==> src/shared/edt_pkg.sv <==
// Shared constants and types for the encoder duty, interpolation and timestamp block
package edt_pkg;
    // Clock and internal time base
    localparam int CLK_PERIOD_NS = 50;
    localparam int TBASE_NS = 10;
    localparam int TICKS_PER_CLK = CLK_PERIOD_NS / TBASE_NS;
    localparam logic [31:0] TICKS_STEP = 32'(TICKS_PER_CLK);
    localparam logic [31:0] CNT_SAT = 32'hffff_ffff;
    // Duty cycle scaling and reset values
    localparam logic [15:0] DUTY_FULL = 16'h2710;
    localparam logic [15:0] DUTY_CUR_RST = 16'h0000;
    localparam logic [15:0] DUTY_MIN_RST = 16'h2710;
    localparam logic [15:0] DUTY_MAX_RST = 16'h0000;
    localparam int DUTY_QBITS = 14;
    // Request codes, channel index is added to the base
    localparam logic [15:0] REQ_CLR_MIN_BASE = 16'h9130;
    localparam logic [15:0] REQ_CLR_MAX_BASE = 16'h9140;
    // Interpolation
    localparam int MICRO_BITS = 8;
    localparam logic [7:0] MICRO_MAX = 8'hff;
    localparam int MICRO_STEPS = 256;
    localparam logic [32:0] MICRO_ACC_STEP = 33'(MICRO_STEPS * TICKS_PER_CLK);
    localparam int EXTRAP_LIMIT_NS = 1340;
    localparam logic [31:0] EXTRAP_LIMIT_TICKS = 32'(EXTRAP_LIMIT_NS / TBASE_NS);
    // Timestamps
    localparam int SYNC_STAGES = 2;
    localparam logic [63:0] SYNC_DELAY_NS = 64'(SYNC_STAGES * CLK_PERIOD_NS);
    localparam logic [63:0] TS_RST = 64'h0;
    localparam logic [63:0] TS_COMPACT_MASK = 64'h0000_0000_ffff_ffff;
    // Counter evaluation modes
    localparam logic [1:0] EVAL_4FOLD = 2'h0;
    localparam logic [1:0] EVAL_1FOLD = 2'h1;
    localparam logic [1:0] EVAL_2FOLD = 2'h2;
    // Pin vector positions
    localparam int PIN_A = 0;
    localparam int PIN_B = 1;
    localparam int PIN_C = 2;
    localparam int PIN_LATCH = 3;
    localparam int PIN_GATE = 4;
    localparam int PIN_NUM = 5;

    typedef struct packed {
        logic [1:0] eval_mode;
        logic micro_en;
        logic zero_latch_en;
        logic latch_pos_en;
        logic latch_neg_en;
        logic latch2_pos_en;
        logic latch2_neg_en;
        logic ts_compact;
        logic clock_synced_operation;
    } edt_cfg_t;

    typedef struct packed {
        logic valid;
        logic [15:0] code;
    } edt_req_t;

    typedef struct packed {
        logic [15:0] current;
        logic [15:0] minimum;
        logic [15:0] maximum;
    } edt_duty_t;

    typedef enum logic [1:0] {
        DS_WAIT = 2'b01,
        DS_MEAS = 2'b10
    } edt_duty_st_t;

    typedef enum logic [1:0] {
        DV_IDLE = 2'b01,
        DV_BUSY = 2'b10
    } edt_div_st_t;
endpackage

==> src/rtl/edt_in_sync.sv <==
// Two-stage pin synchroniser with edge detection per bit
`timescale 1ns/1ps
module edt_in_sync
    import edt_pkg::*;
#(
    parameter int W = PIN_NUM
) (
    input wire logic sys_clk,
    input wire logic srst,
    input wire logic [W-1:0] pin,
    output logic [W-1:0] level,
    output logic [W-1:0] rise,
    output logic [W-1:0] fall
);
    logic [W-1:0] meta_ff;
    logic [W-1:0] stab_ff;
    logic [W-1:0] prev_ff;

    genvar i;
    generate
        for (i = 0; i < W; i++) begin : g_bit
            // Edges only look at the second stage onward
            always_ff @(posedge sys_clk) begin
                if (srst) begin
                    meta_ff[i] <= 1'b0;
                    stab_ff[i] <= 1'b0;
                    prev_ff[i] <= 1'b0;
                end else begin
                    meta_ff[i] <= pin[i];
                    stab_ff[i] <= meta_ff[i];
                    prev_ff[i] <= stab_ff[i];
                end
            end
            assign level[i] = stab_ff[i];
            assign rise[i] = stab_ff[i] & ~prev_ff[i];
            assign fall[i] = ~stab_ff[i] & prev_ff[i];
        end
    endgenerate
endmodule

==> src/rtl/edt_duty_div.sv <==
// Sequential divider: duty = on_time * full scale / period, one quotient bit per clock
`timescale 1ns/1ps
module edt_duty_div
    import edt_pkg::*;
(
    input wire logic sys_clk,
    input wire logic srst,
    input wire logic start,
    input wire logic [31:0] on_time,
    input wire logic [31:0] period,
    output logic done,
    output logic [15:0] quotient
);
    edt_div_st_t st_ff;
    logic [47:0] rem_ff;
    logic [47:0] den_ff;
    logic [15:0] quo_ff;
    logic [3:0] bit_ff;
    logic done_ff;
    logic [47:0] trial;

    assign trial = den_ff << bit_ff;

    // Quotient never exceeds full scale since on-time is shorter than the period
    always_ff @(posedge sys_clk) begin
        if (srst) begin
            st_ff <= DV_IDLE;
            rem_ff <= 48'h0;
            den_ff <= 48'h0;
            quo_ff <= 16'h0;
            bit_ff <= 4'h0;
            done_ff <= 1'b0;
        end else begin
            done_ff <= 1'b0;
            case (st_ff)
                DV_IDLE: begin
                    if (start) begin
                        rem_ff <= {16'h0, on_time} * {32'h0, DUTY_FULL};
                        den_ff <= {16'h0, period};
                        quo_ff <= 16'h0;
                        bit_ff <= 4'(DUTY_QBITS - 1);
                        st_ff <= DV_BUSY;
                    end
                end
                DV_BUSY: begin
                    if (rem_ff >= trial) begin
                        rem_ff <= rem_ff - trial;
                        quo_ff[bit_ff] <= 1'b1;
                    end
                    if (bit_ff == 4'h0) begin
                        done_ff <= 1'b1;
                        st_ff <= DV_IDLE;
                    end else begin
                        bit_ff <= bit_ff - 4'h1;
                    end
                end
                default: st_ff <= DV_IDLE;
            endcase
        end
    end

    assign done = done_ff;
    assign quotient = quo_ff;
endmodule

==> src/rtl/edt_top.sv <==
// Encoder duty cycle, micro-increment interpolation and timestamp capture
// Contract
// RULE_01: Duty cycle equals on-time over period, in 0.01 percent units, 10000 is full.
// RULE_02: On-time runs from a rising edge of track A to the next falling edge.
// RULE_03: Period runs between two successive rising edges of track A.
// RULE_04: Both intervals are counted on a 10 ns internal time base.
// RULE_05: Each controller cycle publishes the duty of its last complete period.
// RULE_06: Minimum duty starts at 10000 and follows the smallest value since clearing; after a clear it is held at zero.
// RULE_07: Maximum and current duty start at zero; maximum follows the largest value.
// RULE_08: Request 0x9130 zeroes channel 1 minimum, 0x9131 channel 2 minimum.
// RULE_09: Request 0x9140 zeroes channel 1 maximum, 0x9141 channel 2 maximum.
// RULE_10: Velocity from the period measurement drives 256 interpolated sub-steps per increment.
// RULE_11: Interpolation runs only when enabled and fills the counter's low 8 bits.
// RULE_12: Period at or below 1.34 us sets the extrapolation-overrun flag.
// RULE_13: While overrun is flagged the 8 interpolation bits read as zero.
// RULE_14: Controller should run clock-synchronous mode when using micro-increments.
// RULE_15: Controller must run clock-synchronous mode for timestamps to be available.
// RULE_16: Timestamps come from 64-bit system time; compact form keeps 32 bits.
// RULE_17: Count timestamp marks last counting edge, per evaluation mode 0, 1 or 2.
// RULE_18: Zero-pulse rising edge with latching enabled records the zero-pulse timestamp.
// RULE_19: Configured edge on latch or gate/latch input records that input's timestamp.
// RULE_20: A threshold-driven output switch records a timestamp for that output.
// RULE_21: Without a complete period in a cycle the published duty stays unchanged.
`timescale 1ns/1ps
module edt_top
    import edt_pkg::*;
#(
    parameter int CH_IDX = 0,
    parameter int N_OUT = 2
) (
    input wire logic sys_clk,
    input wire logic srst,
    input wire logic track_a,
    input wire logic track_b,
    input wire logic zero_pulse,
    input wire logic latch_in,
    input wire logic gate_latch_in,
    input wire logic [63:0] sys_time,
    input wire logic cycle_strobe,
    input wire edt_cfg_t cfg,
    input wire edt_req_t req,
    input wire logic [31:0] count_value,
    input wire logic count_up,
    input wire logic [N_OUT-1:0] out_switch,
    output edt_duty_t duty,
    output logic [31:0] reported_count,
    output logic extrap_stall,
    output logic [63:0] ts_count,
    output logic [63:0] ts_zero,
    output logic [63:0] ts_latch,
    output logic [63:0] ts_latch2,
    output logic [N_OUT-1:0][63:0] ts_out
);
    generate
        if (CH_IDX < 0 || CH_IDX > 1) begin : g_bad_ch
            $error("edt_top: CH_IDX must be 0 or 1");
        end
        if (N_OUT < 1) begin : g_bad_out
            $error("edt_top: N_OUT must be at least 1");
        end
    endgenerate

    logic [PIN_NUM-1:0] pins;
    logic [PIN_NUM-1:0] lvl;
    logic [PIN_NUM-1:0] rise;
    logic [PIN_NUM-1:0] fall;

    assign pins = {gate_latch_in, latch_in, zero_pulse, track_b, track_a};

    edt_in_sync #(
        .W(PIN_NUM)
    ) u_sync (
        .sys_clk(sys_clk),
        .srst(srst),
        .pin(pins),
        .level(lvl),
        .rise(rise),
        .fall(fall)
    );

    // Duty cycle measurement
    edt_duty_st_t dst_ff;
    logic [31:0] per_cnt_ff;
    logic [31:0] ton_ff;
    logic high_seen_ff;
    logic [31:0] per_now;
    logic period_done;
    logic div_done;
    logic [15:0] div_quo;
    logic [31:0] period_ff;

    // Interval including the current clock, held at full scale on overflow
    assign per_now = (per_cnt_ff > CNT_SAT - TICKS_STEP) ? CNT_SAT : per_cnt_ff + TICKS_STEP;
    assign period_done = rise[PIN_A] && (dst_ff == DS_MEAS);

    always_ff @(posedge sys_clk) begin
        if (srst) begin
            dst_ff <= DS_WAIT;
        end else begin
            case (dst_ff)
                DS_WAIT: begin
                    if (rise[PIN_A]) begin
                        dst_ff <= DS_MEAS;
                    end
                end
                DS_MEAS: dst_ff <= DS_MEAS;
                default: dst_ff <= DS_WAIT;
            endcase
        end
    end

    always_ff @(posedge sys_clk) begin
        if (srst) begin
            per_cnt_ff <= 32'h0;
        end else if (rise[PIN_A]) begin
            per_cnt_ff <= 32'h0; // [RULE_03]
        end else begin
            per_cnt_ff <= per_now; // [RULE_04]
        end
    end

    always_ff @(posedge sys_clk) begin
        if (srst) begin
            ton_ff <= 32'h0;
            high_seen_ff <= 1'b0;
        end else if (rise[PIN_A]) begin
            high_seen_ff <= 1'b1;
        end else if (fall[PIN_A] && high_seen_ff) begin
            ton_ff <= per_now; // [RULE_02]
            high_seen_ff <= 1'b0;
        end
    end

    always_ff @(posedge sys_clk) begin
        if (srst) begin
            period_ff <= 32'h0;
        end else if (period_done) begin
            period_ff <= per_now; // [RULE_03]
        end
    end

    edt_duty_div u_div (
        .sys_clk(sys_clk),
        .srst(srst),
        .start(period_done),
        .on_time(ton_ff),
        .period(per_now),
        .done(div_done),
        .quotient(div_quo)
    ); // [RULE_01]

    // Publishing and min/max tracking
    logic meas_ready_ff;
    logic [15:0] meas_val_ff;
    edt_duty_t duty_ff;
    logic clr_min;
    logic clr_max;
    logic [15:0] min_base;
    logic [15:0] max_base;

    assign clr_min = req.valid && (req.code == REQ_CLR_MIN_BASE + 16'(CH_IDX)); // [RULE_08]
    assign clr_max = req.valid && (req.code == REQ_CLR_MAX_BASE + 16'(CH_IDX)); // [RULE_09]
    assign min_base = clr_min ? 16'h0 : duty_ff.minimum;
    assign max_base = clr_max ? 16'h0 : duty_ff.maximum;

    always_ff @(posedge sys_clk) begin
        if (srst) begin
            meas_ready_ff <= 1'b0;
            meas_val_ff <= DUTY_CUR_RST;
        end else if (div_done && !cycle_strobe) begin
            meas_ready_ff <= 1'b1;
            meas_val_ff <= div_quo;
        end else if (cycle_strobe) begin
            meas_ready_ff <= 1'b0;
        end
    end

    // A result finishing on the strobe clock is published at once, not lost
    always_ff @(posedge sys_clk) begin
        if (srst) begin
            duty_ff.current <= DUTY_CUR_RST; // [RULE_07]
        end else if (cycle_strobe && div_done) begin
            duty_ff.current <= div_quo; // [RULE_05]
        end else if (cycle_strobe && meas_ready_ff) begin
            duty_ff.current <= meas_val_ff; // [RULE_05]
        end
    end // [RULE_21]

    // A clear and a new value on one clock: the value is compared with the cleared base
    always_ff @(posedge sys_clk) begin
        if (srst) begin
            duty_ff.minimum <= DUTY_MIN_RST; // [RULE_06]
        end else if (div_done && div_quo < min_base) begin
            duty_ff.minimum <= div_quo; // [RULE_06]
        end else begin
            duty_ff.minimum <= min_base; // [RULE_08]
        end
    end

    always_ff @(posedge sys_clk) begin
        if (srst) begin
            duty_ff.maximum <= DUTY_MAX_RST; // [RULE_07]
        end else if (div_done && div_quo > max_base) begin
            duty_ff.maximum <= div_quo; // [RULE_07]
        end else begin
            duty_ff.maximum <= max_base; // [RULE_09]
        end
    end

    assign duty = duty_ff;

    // Micro-increment interpolation
    logic count_edge;
    logic [31:0] incr_ticks_ff;
    logic stall_ff;
    logic [32:0] acc_ff;
    logic [32:0] acc_next;
    logic [7:0] micro_ff;
    logic [7:0] micro_eff;
    logic [31:0] rep_ff;

    always_comb begin
        case (cfg.eval_mode)
            EVAL_1FOLD: count_edge = rise[PIN_A];
            EVAL_2FOLD: count_edge = rise[PIN_A] | fall[PIN_A];
            default: count_edge = rise[PIN_A] | fall[PIN_A] | rise[PIN_B] | fall[PIN_B];
        endcase
    end // [RULE_17]

    // Time per increment is the A period split by the edges counted in it
    always_ff @(posedge sys_clk) begin
        if (srst) begin
            incr_ticks_ff <= CNT_SAT;
        end else if (period_done) begin
            case (cfg.eval_mode)
                EVAL_1FOLD: incr_ticks_ff <= per_now;
                EVAL_2FOLD: incr_ticks_ff <= per_now >> 1;
                default: incr_ticks_ff <= per_now >> 2;
            endcase // [RULE_10]
        end
    end

    always_ff @(posedge sys_clk) begin
        if (srst) begin
            stall_ff <= 1'b0;
        end else if (period_done) begin
            stall_ff <= (per_now <= EXTRAP_LIMIT_TICKS); // [RULE_12]
        end
    end

    assign acc_next = acc_ff + MICRO_ACC_STEP;

    // At most one sub-step per clock: increments shorter than 256 clocks lag
    // and are caught up by the next real count edge.
    always_ff @(posedge sys_clk) begin
        if (srst) begin
            acc_ff <= 33'h0;
            micro_ff <= 8'h0;
        end else if (count_edge || !cfg.micro_en) begin
            acc_ff <= 33'h0;
            micro_ff <= 8'h0;
        end else if (micro_ff != MICRO_MAX) begin
            if (acc_next >= {1'b0, incr_ticks_ff}) begin
                acc_ff <= acc_next - {1'b0, incr_ticks_ff};
                micro_ff <= micro_ff + 8'h1; // [RULE_10]
            end else begin
                acc_ff <= acc_next;
            end
        end
    end

    assign micro_eff = stall_ff ? 8'h0 : micro_ff; // [RULE_13]

    // Position between counts is counter plus fraction going up, minus going down
    always_ff @(posedge sys_clk) begin
        if (srst) begin
            rep_ff <= 32'h0;
        end else if (!cfg.micro_en) begin
            rep_ff <= count_value;
        end else if (count_up) begin
            rep_ff <= {count_value[31-MICRO_BITS:0], micro_eff}; // [RULE_11]
        end else begin
            rep_ff <= {count_value[31-MICRO_BITS:0], 8'h0} - {24'h0, micro_eff}; // [RULE_11]
        end
    end

    assign reported_count = rep_ff;
    assign extrap_stall = stall_ff;

    // Timestamp capture
    logic [63:0] ts_pin_now;
    logic [63:0] ts_int_now;
    logic [63:0] ts_cnt_ff;
    logic [63:0] ts_zero_ff;
    logic [63:0] ts_latch_ff;
    logic [63:0] ts_latch2_ff;
    logic [N_OUT-1:0][63:0] ts_out_ff;
    logic zero_hit;
    logic latch_hit;
    logic latch2_hit;

    // Pin edges are seen after the synchroniser, so their stamps are moved back
    assign ts_pin_now = (sys_time - SYNC_DELAY_NS)
                        & (cfg.ts_compact ? TS_COMPACT_MASK : ~64'h0); // [RULE_16]
    assign ts_int_now = sys_time & (cfg.ts_compact ? TS_COMPACT_MASK : ~64'h0); // [RULE_16]

    assign zero_hit = cfg.zero_latch_en && rise[PIN_C];
    assign latch_hit = (cfg.latch_pos_en && rise[PIN_LATCH])
                       || (cfg.latch_neg_en && fall[PIN_LATCH]);
    assign latch2_hit = (cfg.latch2_pos_en && rise[PIN_GATE])
                        || (cfg.latch2_neg_en && fall[PIN_GATE]);

    // System time only means something with the controller clock-synchronised
    always_ff @(posedge sys_clk) begin
        if (srst) begin
            ts_cnt_ff <= TS_RST;
        end else if (count_edge && cfg.clock_synced_operation) begin
            ts_cnt_ff <= ts_pin_now; // [RULE_17] [RULE_15]
        end
    end

    always_ff @(posedge sys_clk) begin
        if (srst) begin
            ts_zero_ff <= TS_RST;
        end else if (zero_hit && cfg.clock_synced_operation) begin
            ts_zero_ff <= ts_pin_now; // [RULE_18]
        end
    end

    always_ff @(posedge sys_clk) begin
        if (srst) begin
            ts_latch_ff <= TS_RST;
            ts_latch2_ff <= TS_RST;
        end else if (cfg.clock_synced_operation) begin
            if (latch_hit) begin
                ts_latch_ff <= ts_pin_now; // [RULE_19]
            end
            if (latch2_hit) begin
                ts_latch2_ff <= ts_pin_now; // [RULE_19]
            end
        end
    end

    genvar k;
    generate
        for (k = 0; k < N_OUT; k++) begin : g_out_ts
            always_ff @(posedge sys_clk) begin
                if (srst) begin
                    ts_out_ff[k] <= TS_RST;
                end else if (out_switch[k] && cfg.clock_synced_operation) begin
                    ts_out_ff[k] <= ts_int_now; // [RULE_20]
                end
            end
        end
    endgenerate

    assign ts_count = ts_cnt_ff;
    assign ts_zero = ts_zero_ff;
    assign ts_latch = ts_latch_ff;
    assign ts_latch2 = ts_latch2_ff;
    assign ts_out = ts_out_ff;
endmodule

==> config.mk <==
export PLATFORM = sky130hd
export DESIGN_NAME = edt_top
export DESIGN_NICKNAME = d
export VERILOG_FILES = /design/src/shared/edt_pkg.sv /design/src/rtl/edt_in_sync.sv /design/src/rtl/edt_duty_div.sv /design/src/rtl/edt_top.sv
export SDC_FILE = /design/constraint.sdc
export NUM_CORES = 2
export LEC_CHECK = 0
export ABC_CLOCK_PERIOD_IN_PS = 8100
export BUFFER_PORTS_ARGS = -buffer_cell sky130_fd_sc_hd__buf_2
export CAP_MARGIN = 15
export CORE_ASPECT_RATIO = 0.75
export CORE_MARGIN = 1.5
export CORE_UTILIZATION = 43
export DETAILED_ROUTE_END_ITERATION = 16
export GPL_TIMING_DRIVEN = 0
export HOLD_SLACK_MARGIN = 0.1
export PLACE_DENSITY = 0.63
export SKIP_CTS_REPAIR_TIMING = 1
export SLEW_MARGIN = 20
export SYNTH_ARGS = -nofsm -noshare
export SYNTH_HDL_FRONTEND = slang
export SYNTH_SLANG_ARGS = --single-unit
==> constraint.sdc <==
create_clock -name sys_clk -period 8.1 [get_ports sys_clk]
set_input_delay 2.43 -clock sys_clk [delete_from_list [all_inputs] [get_ports sys_clk]]
set_output_delay 2.43 -clock sys_clk [all_outputs]
set_load 0.02 [all_outputs]
# After elaboration in Yosys (flattened, before gate mapping)
# Index checks and enable logic that the tools add are counted.
[classes] n_addsub=8 multipliers=1 magnitude_cmp=8 n_eq_ne=14 shift=1 muxes=35 bitwise=26 reduce_logical=40
[ops] cell="$and A64 B64 Y64" n=2
[ops] cell="$mux W16" n=8
[ops] cell="$mux W32" n=3
[ops] cell="$mux W48" n=2
[ops] cell="$pmux W48 S2" n=1
[ops] cell="$mux W64" n=1
[ops] cell="$pmux W32 S2" n=1
[ops] cell="$sub A64 B7 Y64 const B" n=1
[ops] cell="$ge A48 B48 Y1" n=1
[ops] cell="$shl A32 B4 Y48" n=1
[ops] cell="$sub A48 B48 Y48" n=1
[ops] cell="$mul A32 B10 Y42 const B" n=1
[ops] cell="$add A33 B11 Y33 const B" n=1
[ops] cell="$ge A33 B32 Y1" n=1
[ops] cell="$mux W33" n=1
[ops] cell="$sub A33 B32 Y33" n=1
[ops] cell="$add A32 B3 Y32 const B" n=1
[ops] cell="$eq A16 B16 Y1 const B" n=2
[ops] cell="$gt A32 B32 Y1 const B" n=1
[ops] cell="$le A32 B8 Y1 const B" n=1
[ops] cell="$pmux W16 S2" n=1
[ops] cell="$sub A32 B8 Y32" n=1
[ops] cell="$logic_and A1 B1 Y1" n=19
[ops] cell="$gt A16 B16 Y1" n=1
[ops] cell="other kinds (29)" n=79
[word_totals] reg_bits=740 inputBits=134 out_inout_bits=465 word_cells=174

# Logic depth before layout (Yosys ltp)
[logic_depth] depth_word=8 ltp_mapped=22 ltp_nobuf=22

# Cells and area by module
# A second synthesis with hierarchy kept.
[hier_totals] hier_cells=5285 hier_area_um2=42288.1
[by_module_without_submodules] module="edt_top" n_inst=1 cells_per_inst=3514 area_each_um2=28210.8 seq_area_each_um2=12451.9
[by_module_without_submodules] module="edt_duty_div" n_inst=1 cells_per_inst=1730 area_each_um2=13581.8 seq_area_each_um2=2062.0
[by_module_without_submodules] module="edt_in_sync" n_inst=1 cells_per_inst=41 area_each_um2=495.5 seq_area_each_um2=300.3

# Least setup slack after synthesis
# Ideal clock, no wire load.
[synth_timing] kind="input-to-reg" from="in req[3] (netlist bit)" to="reg duty_ff, in the netlist duty[10]" setup_time_ps=65 arrival_time_ps=6025 t_required_ps=8035 slack_ps=2010 stages=17 path_buffers=3 path_cell_list="nor4b_1 -> nand4_1 -> or4b_2 -> clkbuf_1 -> clkbuf_1 -> and2_1 -> ha_1 -> o22ai_1 -> o21a_1 -> o21a_1 -> o21a_1 -> o21a_1 -> o21ai_0 -> a21oi_1 -> clkbuf_1 -> mux2_2 -> nor2_1"
[synth_via] elab_chain_cells=6
[synth_rtl] element="from (decl)" line="edt_top.sv:41" rtl="input wire edt_req_t req,"
[synth_rtl] element="$eq A16 B16 Y1 (*)" line="edt_top.sv:162" rtl="assign clr_max = req.valid && (req.code == REQ_CLR_MAX_BASE + 16'(CH_IDX));"
[synth_rtl] element="$logic_and A1 B1 Y1 (*)" line="edt_top.sv:162"
[synth_rtl] element="$mux W16 (*)" line="edt_top.sv:164" rtl="assign max_base = clr_max ? 16'h0 : duty_ff.maximum;"
[synth_rtl] element="$gt A16 B16 Y1" line="edt_top.sv:203" rtl="end else if (div_done && div_quo > max_base) begin"
[synth_rtl] element="$logic_and A1 B1 Y1" line="edt_top.sv:203"
[synth_rtl] element="$mux W16 (*)" line="edt_top.sv:203"
[synth_rtl] element="to (decl)" line="edt_top.sv:155" rtl="edt_duty_t duty_ff;"
# Mark *: on every way between the ends. The rest lies on a longest branch, timed or not.
# A chain may end at the register's enable or synchronous reset.

# Final worst setup path
[layout_timing] from="reg u_div.bit_ff[1]" to="reg u_div.rem_ff[29]"
[layout_via] elab_chain_cells=4 elab_cells_between_ends=7 cone_classes="add/sub: 1; order compare: 1; eq/ne: 1; shift: 1; mux: 2; reduce/logical: 1"
[layout_rtl] element="from (decl)" line="edt_duty_div.sv:18" rtl="logic [3:0] bit_ff;"
[layout_rtl] element="from (signal assigned)" line="edt_duty_div.sv:41" rtl="bit_ff <= 4'(DUTY_QBITS - 1);"
[layout_rtl] element="from (signal assigned)" line="edt_duty_div.sv:54" rtl="bit_ff <= bit_ff - 4'h1;"
[layout_rtl] element="$shl A32 B4 Y48 (*)" line="edt_duty_div.sv:22" rtl="assign trial = den_ff << bit_ff;"
[layout_rtl] element="$sub A48 B48 Y48 or $ge A48 B48 Y1 (tied branches)" line="edt_duty_div.sv:47, edt_duty_div.sv:46"
[layout_rtl] element="$mux W48 or $ne A2 B1 Y1 (tied branches)"
[layout_rtl] element="$pmux W48 S2 or $reduce_and A3 Y1 (tied branches)"
[layout_rtl] element="to (signal assigned)" line="edt_duty_div.sv:38" rtl="rem_ff <= {16'h0, on_time} * {32'h0, DUTY_FULL};"
[layout_rtl] element="to (signal assigned)" line="edt_duty_div.sv:47" rtl="rem_ff <= rem_ff - trial;"
[layout_rtl] element="to (decl)" line="edt_duty_div.sv:15" rtl="logic [47:0] rem_ff;"
# Mark *: on every way between the ends. The rest lies on a longest branch, timed or not. The select of a mux whose other input is x is not followed.

==> impl_metrics.env <==
export IMPL_dieArea_mm2=0.09877
export IMPL_crit_fanout=10
export IMPL_synth_cells=5215
export IMPL_crit_required_ps=8610
export IMPL_arrival_ps=7080
export IMPL_slew_viol_final=0
export IMPL_via_per_inst=5.806
export IMPL_min_delay_path_depth=1
export IMPL_holdWs_ps=429.3
export IMPL_power_switching_mw=2.704
export IMPL_power_frac_clock_pct=41.6
export IMPL_coreArea_mm2=0.09564
export IMPL_path_class="register to register"
export IMPL_yosysMostFrequentCell="nand2_1"
export IMPL_netlist_top_cells_area="dfxtp_1 36%, ha_1 7.3%, nand2_1 7.2%"
export IMPL_p_total_mw=9.057
export IMPL_placed_cells=7059
export IMPL_route_vias_total=41800
export IMPL_outcome="completed"
export IMPL_synth_top_cell_area_share_pct=35.56
export IMPL_fmax_mhz=152.1
export IMPL_slew_headroom_pct=20.67
export IMPL_cts_tree="built"
export IMPL_synth_distinct_cells=84
export IMPL_cts_buffers=77
export IMPL_ys_flop_type="dfxtp_1"
export IMPL_seq_area_frac_synth_pct=35.56
export IMPL_insertion_delay_ps=680
export IMPL_comb_power_share_pct=16.3
export IMPL_async_flop_share_pct=0
export IMPL_rows=98
export IMPL_synth_seq_cells=740
export IMPL_ir_worst_vdd_mv=0.1437
export IMPL_grt_use_total_pct=32.78
export IMPL_synth_edf_count=0
export IMPL_ant_nets=0
export IMPL_fillers=9385
export IMPL_tns_ps=0
export IMPL_sequentialPowerShare_pct=42.1
export IMPL_place_congestion=0.9797
export IMPL_hold_path_class="register to register"
export IMPL_syn_area_per_cell_um2=7.988
export IMPL_cts_sinks=740
export IMPL_maxCapViolations=0
export IMPL_cp_start_kind="register"
export IMPL_wl_um=167600
export IMPL_antenna_found_initial=15
export IMPL_hold_viol_final=0
export IMPL_rsz0062_at_grt="no"
export IMPL_overflow=0
export IMPL_root_buffer="clkbuf_16"
export IMPL_worst_pin_slew_ps=1190
export IMPL_drc_errors=0
export IMPL_place_ws_ps=1207
export IMPL_reg2reg_depth=21
export IMPL_pin_count=599
export IMPL_grt_pass1_wl_um=246200
export IMPL_p_sw_share_pct=29.86
export IMPL_synthTopCellsByCount="800 x nand2_1, 740 x dfxtp_1, 550 x nor2_1, 496 x a21oi_1, 318 x inv_1"
export IMPL_finalNetCount=6351
export IMPL_clkTransAtPathRegs_ps=60
export IMPL_yosysWarningCount=0
export IMPL_min_period_ps=6574
export IMPL_drt_wirelength_per_cell_um=23.28
export IMPL_powerDensity_mw_per_mm2=185.6
export IMPL_instances_no_fill=7200
export IMPL_syn_nets=5678
export IMPL_finalSetupViolCount=0
export IMPL_cp_end_kind="register"
export IMPL_portBuffers=593
export IMPL_intPower_mw=6.352
export IMPL_netlist_area_mm2=0.04166
export IMPL_grt_max_degree=15
export IMPL_start_util_pct=43.56
export IMPL_die_y_um=272.6
export IMPL_yosysTopAreaCell="dfxtp_1"
export IMPL_drtPass1Iterations=6
export IMPL_area_growth_pct=17.11
export IMPL_drive_gt1_share_pct=13.57
export IMPL_drtIter0Drc=5019
export IMPL_clock_skew_ps=30.40
export IMPL_power_leakage_nw=21.45
export IMPL_fp_dieW_um=362.4
export IMPL_htree_num_levels=3
export IMPL_grt_pass1_vias=37710
export IMPL_hpwl_um=133300
export IMPL_post_route_period_util_pct=81.16
export IMPL_clk_path_buf_depth=3
export IMPL_worst_slack_ps=1526
## worst max-delay path, cell delays in order, from the launching register on
cell and delay (ps):
dfxtp_1 480, buf_1 470, clkbuf_1 470, mux4_2 310, nand2_1 60, nand2_1 110, nor2_1 50, a31oi_1 450
inv_1 110, ha_1 290, clkbuf_1 320, nand2_1 120, nor3_1 260, nand4_1 210, nor4_1 380, nor3_1 150
o21ai_0 360, a31oi_1 220, nand2_1 250, clkbuf_1 600, clkbuf_1 540, a311oi_1 180
## sequential cells by signal (all words and copies together), names as in the netlist, 33 cells and up
name / count
duty: 48
ts_latch2: 64
acc_ff: 33
u_div.rem_ff: 48
ts_out: 128
ts_count: 64
ts_latch: 64
ts_zero: 64
## metrics by stage
stage	utilization [%]	instance area (µm²)
6_report	51.01	48790
5_1_grt	51.01	48780
4_1_cts	51.00	48770
3_5_place_dp	48.30	46190
3_3_place_gp	48.29	46190
2_1_floorplan	-	41660
## routing by layer
| metal | wire length, µm | track usage (%) | vias to the layer above |
|---|---|---|---|
| met5 | 80 | 0 | - |
| met4 | 5491 | 9.557 | 12 |
| met3 | 18140 | 7.959 | 299 |
| met2 | 66570 | 45.42 | 2083 |
| met1 | 77300 | 49.57 | 20070 |
| li1 | - | - | 19340 |
## cells by family (layout without fill, tap and decap cells)
group	count (synthesis)	count (layout)	synth area share, %
AND/OR/NAND/NOR	1901	1901	20.34
XOR/XNOR	235	235	4.941
adder cells (fa/ha/maj)	329	329	11.41
other	0	4	0
AO/OA/AOI/OAI	1290	1290	19.48
buffers and inverters	647	1378	5.875
multiplexers	73	73	2.391
flip-flops	740	740	35.56
## placed cells by master (no fill, tap or decap), types with 27 or more instances in the layout
master	netlist	routed
a211oi_1	247	247
a21o_1	97	97
a21oi_1	496	496
a221oi_1	29	29
a31oi_1	28	28
and2_1	32	32
and3_1	29	29
buf_1	26	27
buf_2	14	607
clkbuf_1	286	302
clkbuf_16	0	78
dfxtp_1	740	740
fa_1	85	85
ha_1	244	244
inv_1	318	318
mux2i_1	32	32
nand2_1	800	800
nand2b_1	28	28
nand3_1	130	130
nand4_1	39	39
nor2_1	550	550
nor2b_1	73	73
nor3_1	69	69
o21ai_0	190	190
or3_1	29	29
xnor2_1	140	140
xor2_1	95	95
## area by class of cell
| type | instances | area [µm²] | share of cell area (%) |
|---|---|---|---|
| Clock inverter | 27 | 357.8 | 0.7335 |
| Sequential cell | 740 | 14810 | 30.37 |
| Multi-Input combinational cell | 3828 | 24400 | 50.01 |
| Antenna cell | 4 | 10.01 | 0.02052 |
| Timing Repair Buffer | 594 | 2972 | 6.091 |
| Inverter | 320 | 1201 | 2.462 |
| Tap cell | 1250 | 1564 | 3.206 |
| Clock buffer | 110 | 2222 | 4.555 |
| Buffer | 327 | 1247 | 2.557 |
## worst paths after layout
path / startpoint / end / slack [ps]
min: u_sync.meta_ff[0]$_SDFF_PP0_ / u_sync.level[0]$_SDFF_PP0_ / 430
max reg2reg: u_div.bit_ff[1]$_SDFFE_PP0P_ / u_div.rem_ff[29]$_SDFFE_PP0P_ / 1530
min reg2reg: u_sync.meta_ff[0]$_SDFF_PP0_ / u_sync.level[0]$_SDFF_PP0_ / 430
max: u_div.bit_ff[1]$_SDFFE_PP0P_ / u_div.rem_ff[29]$_SDFFE_PP0P_ / 1530
## power groups by stage
stage / Sequential [mW] / Clock, mW / Combinational (mW)
global route: 3.82 / 3.93 / 1.58
CTS: 3.80 / 3.78 / 1.43
detailed placement: 3.89 / 0 / 1.42
floorplan: 3.95 / 0 / 0.831
global placement: 3.88 / 0 / 1.42
finish: 3.81 / 3.77 / 1.48
No activity file was read; power rests on OpenSTA's default activity.
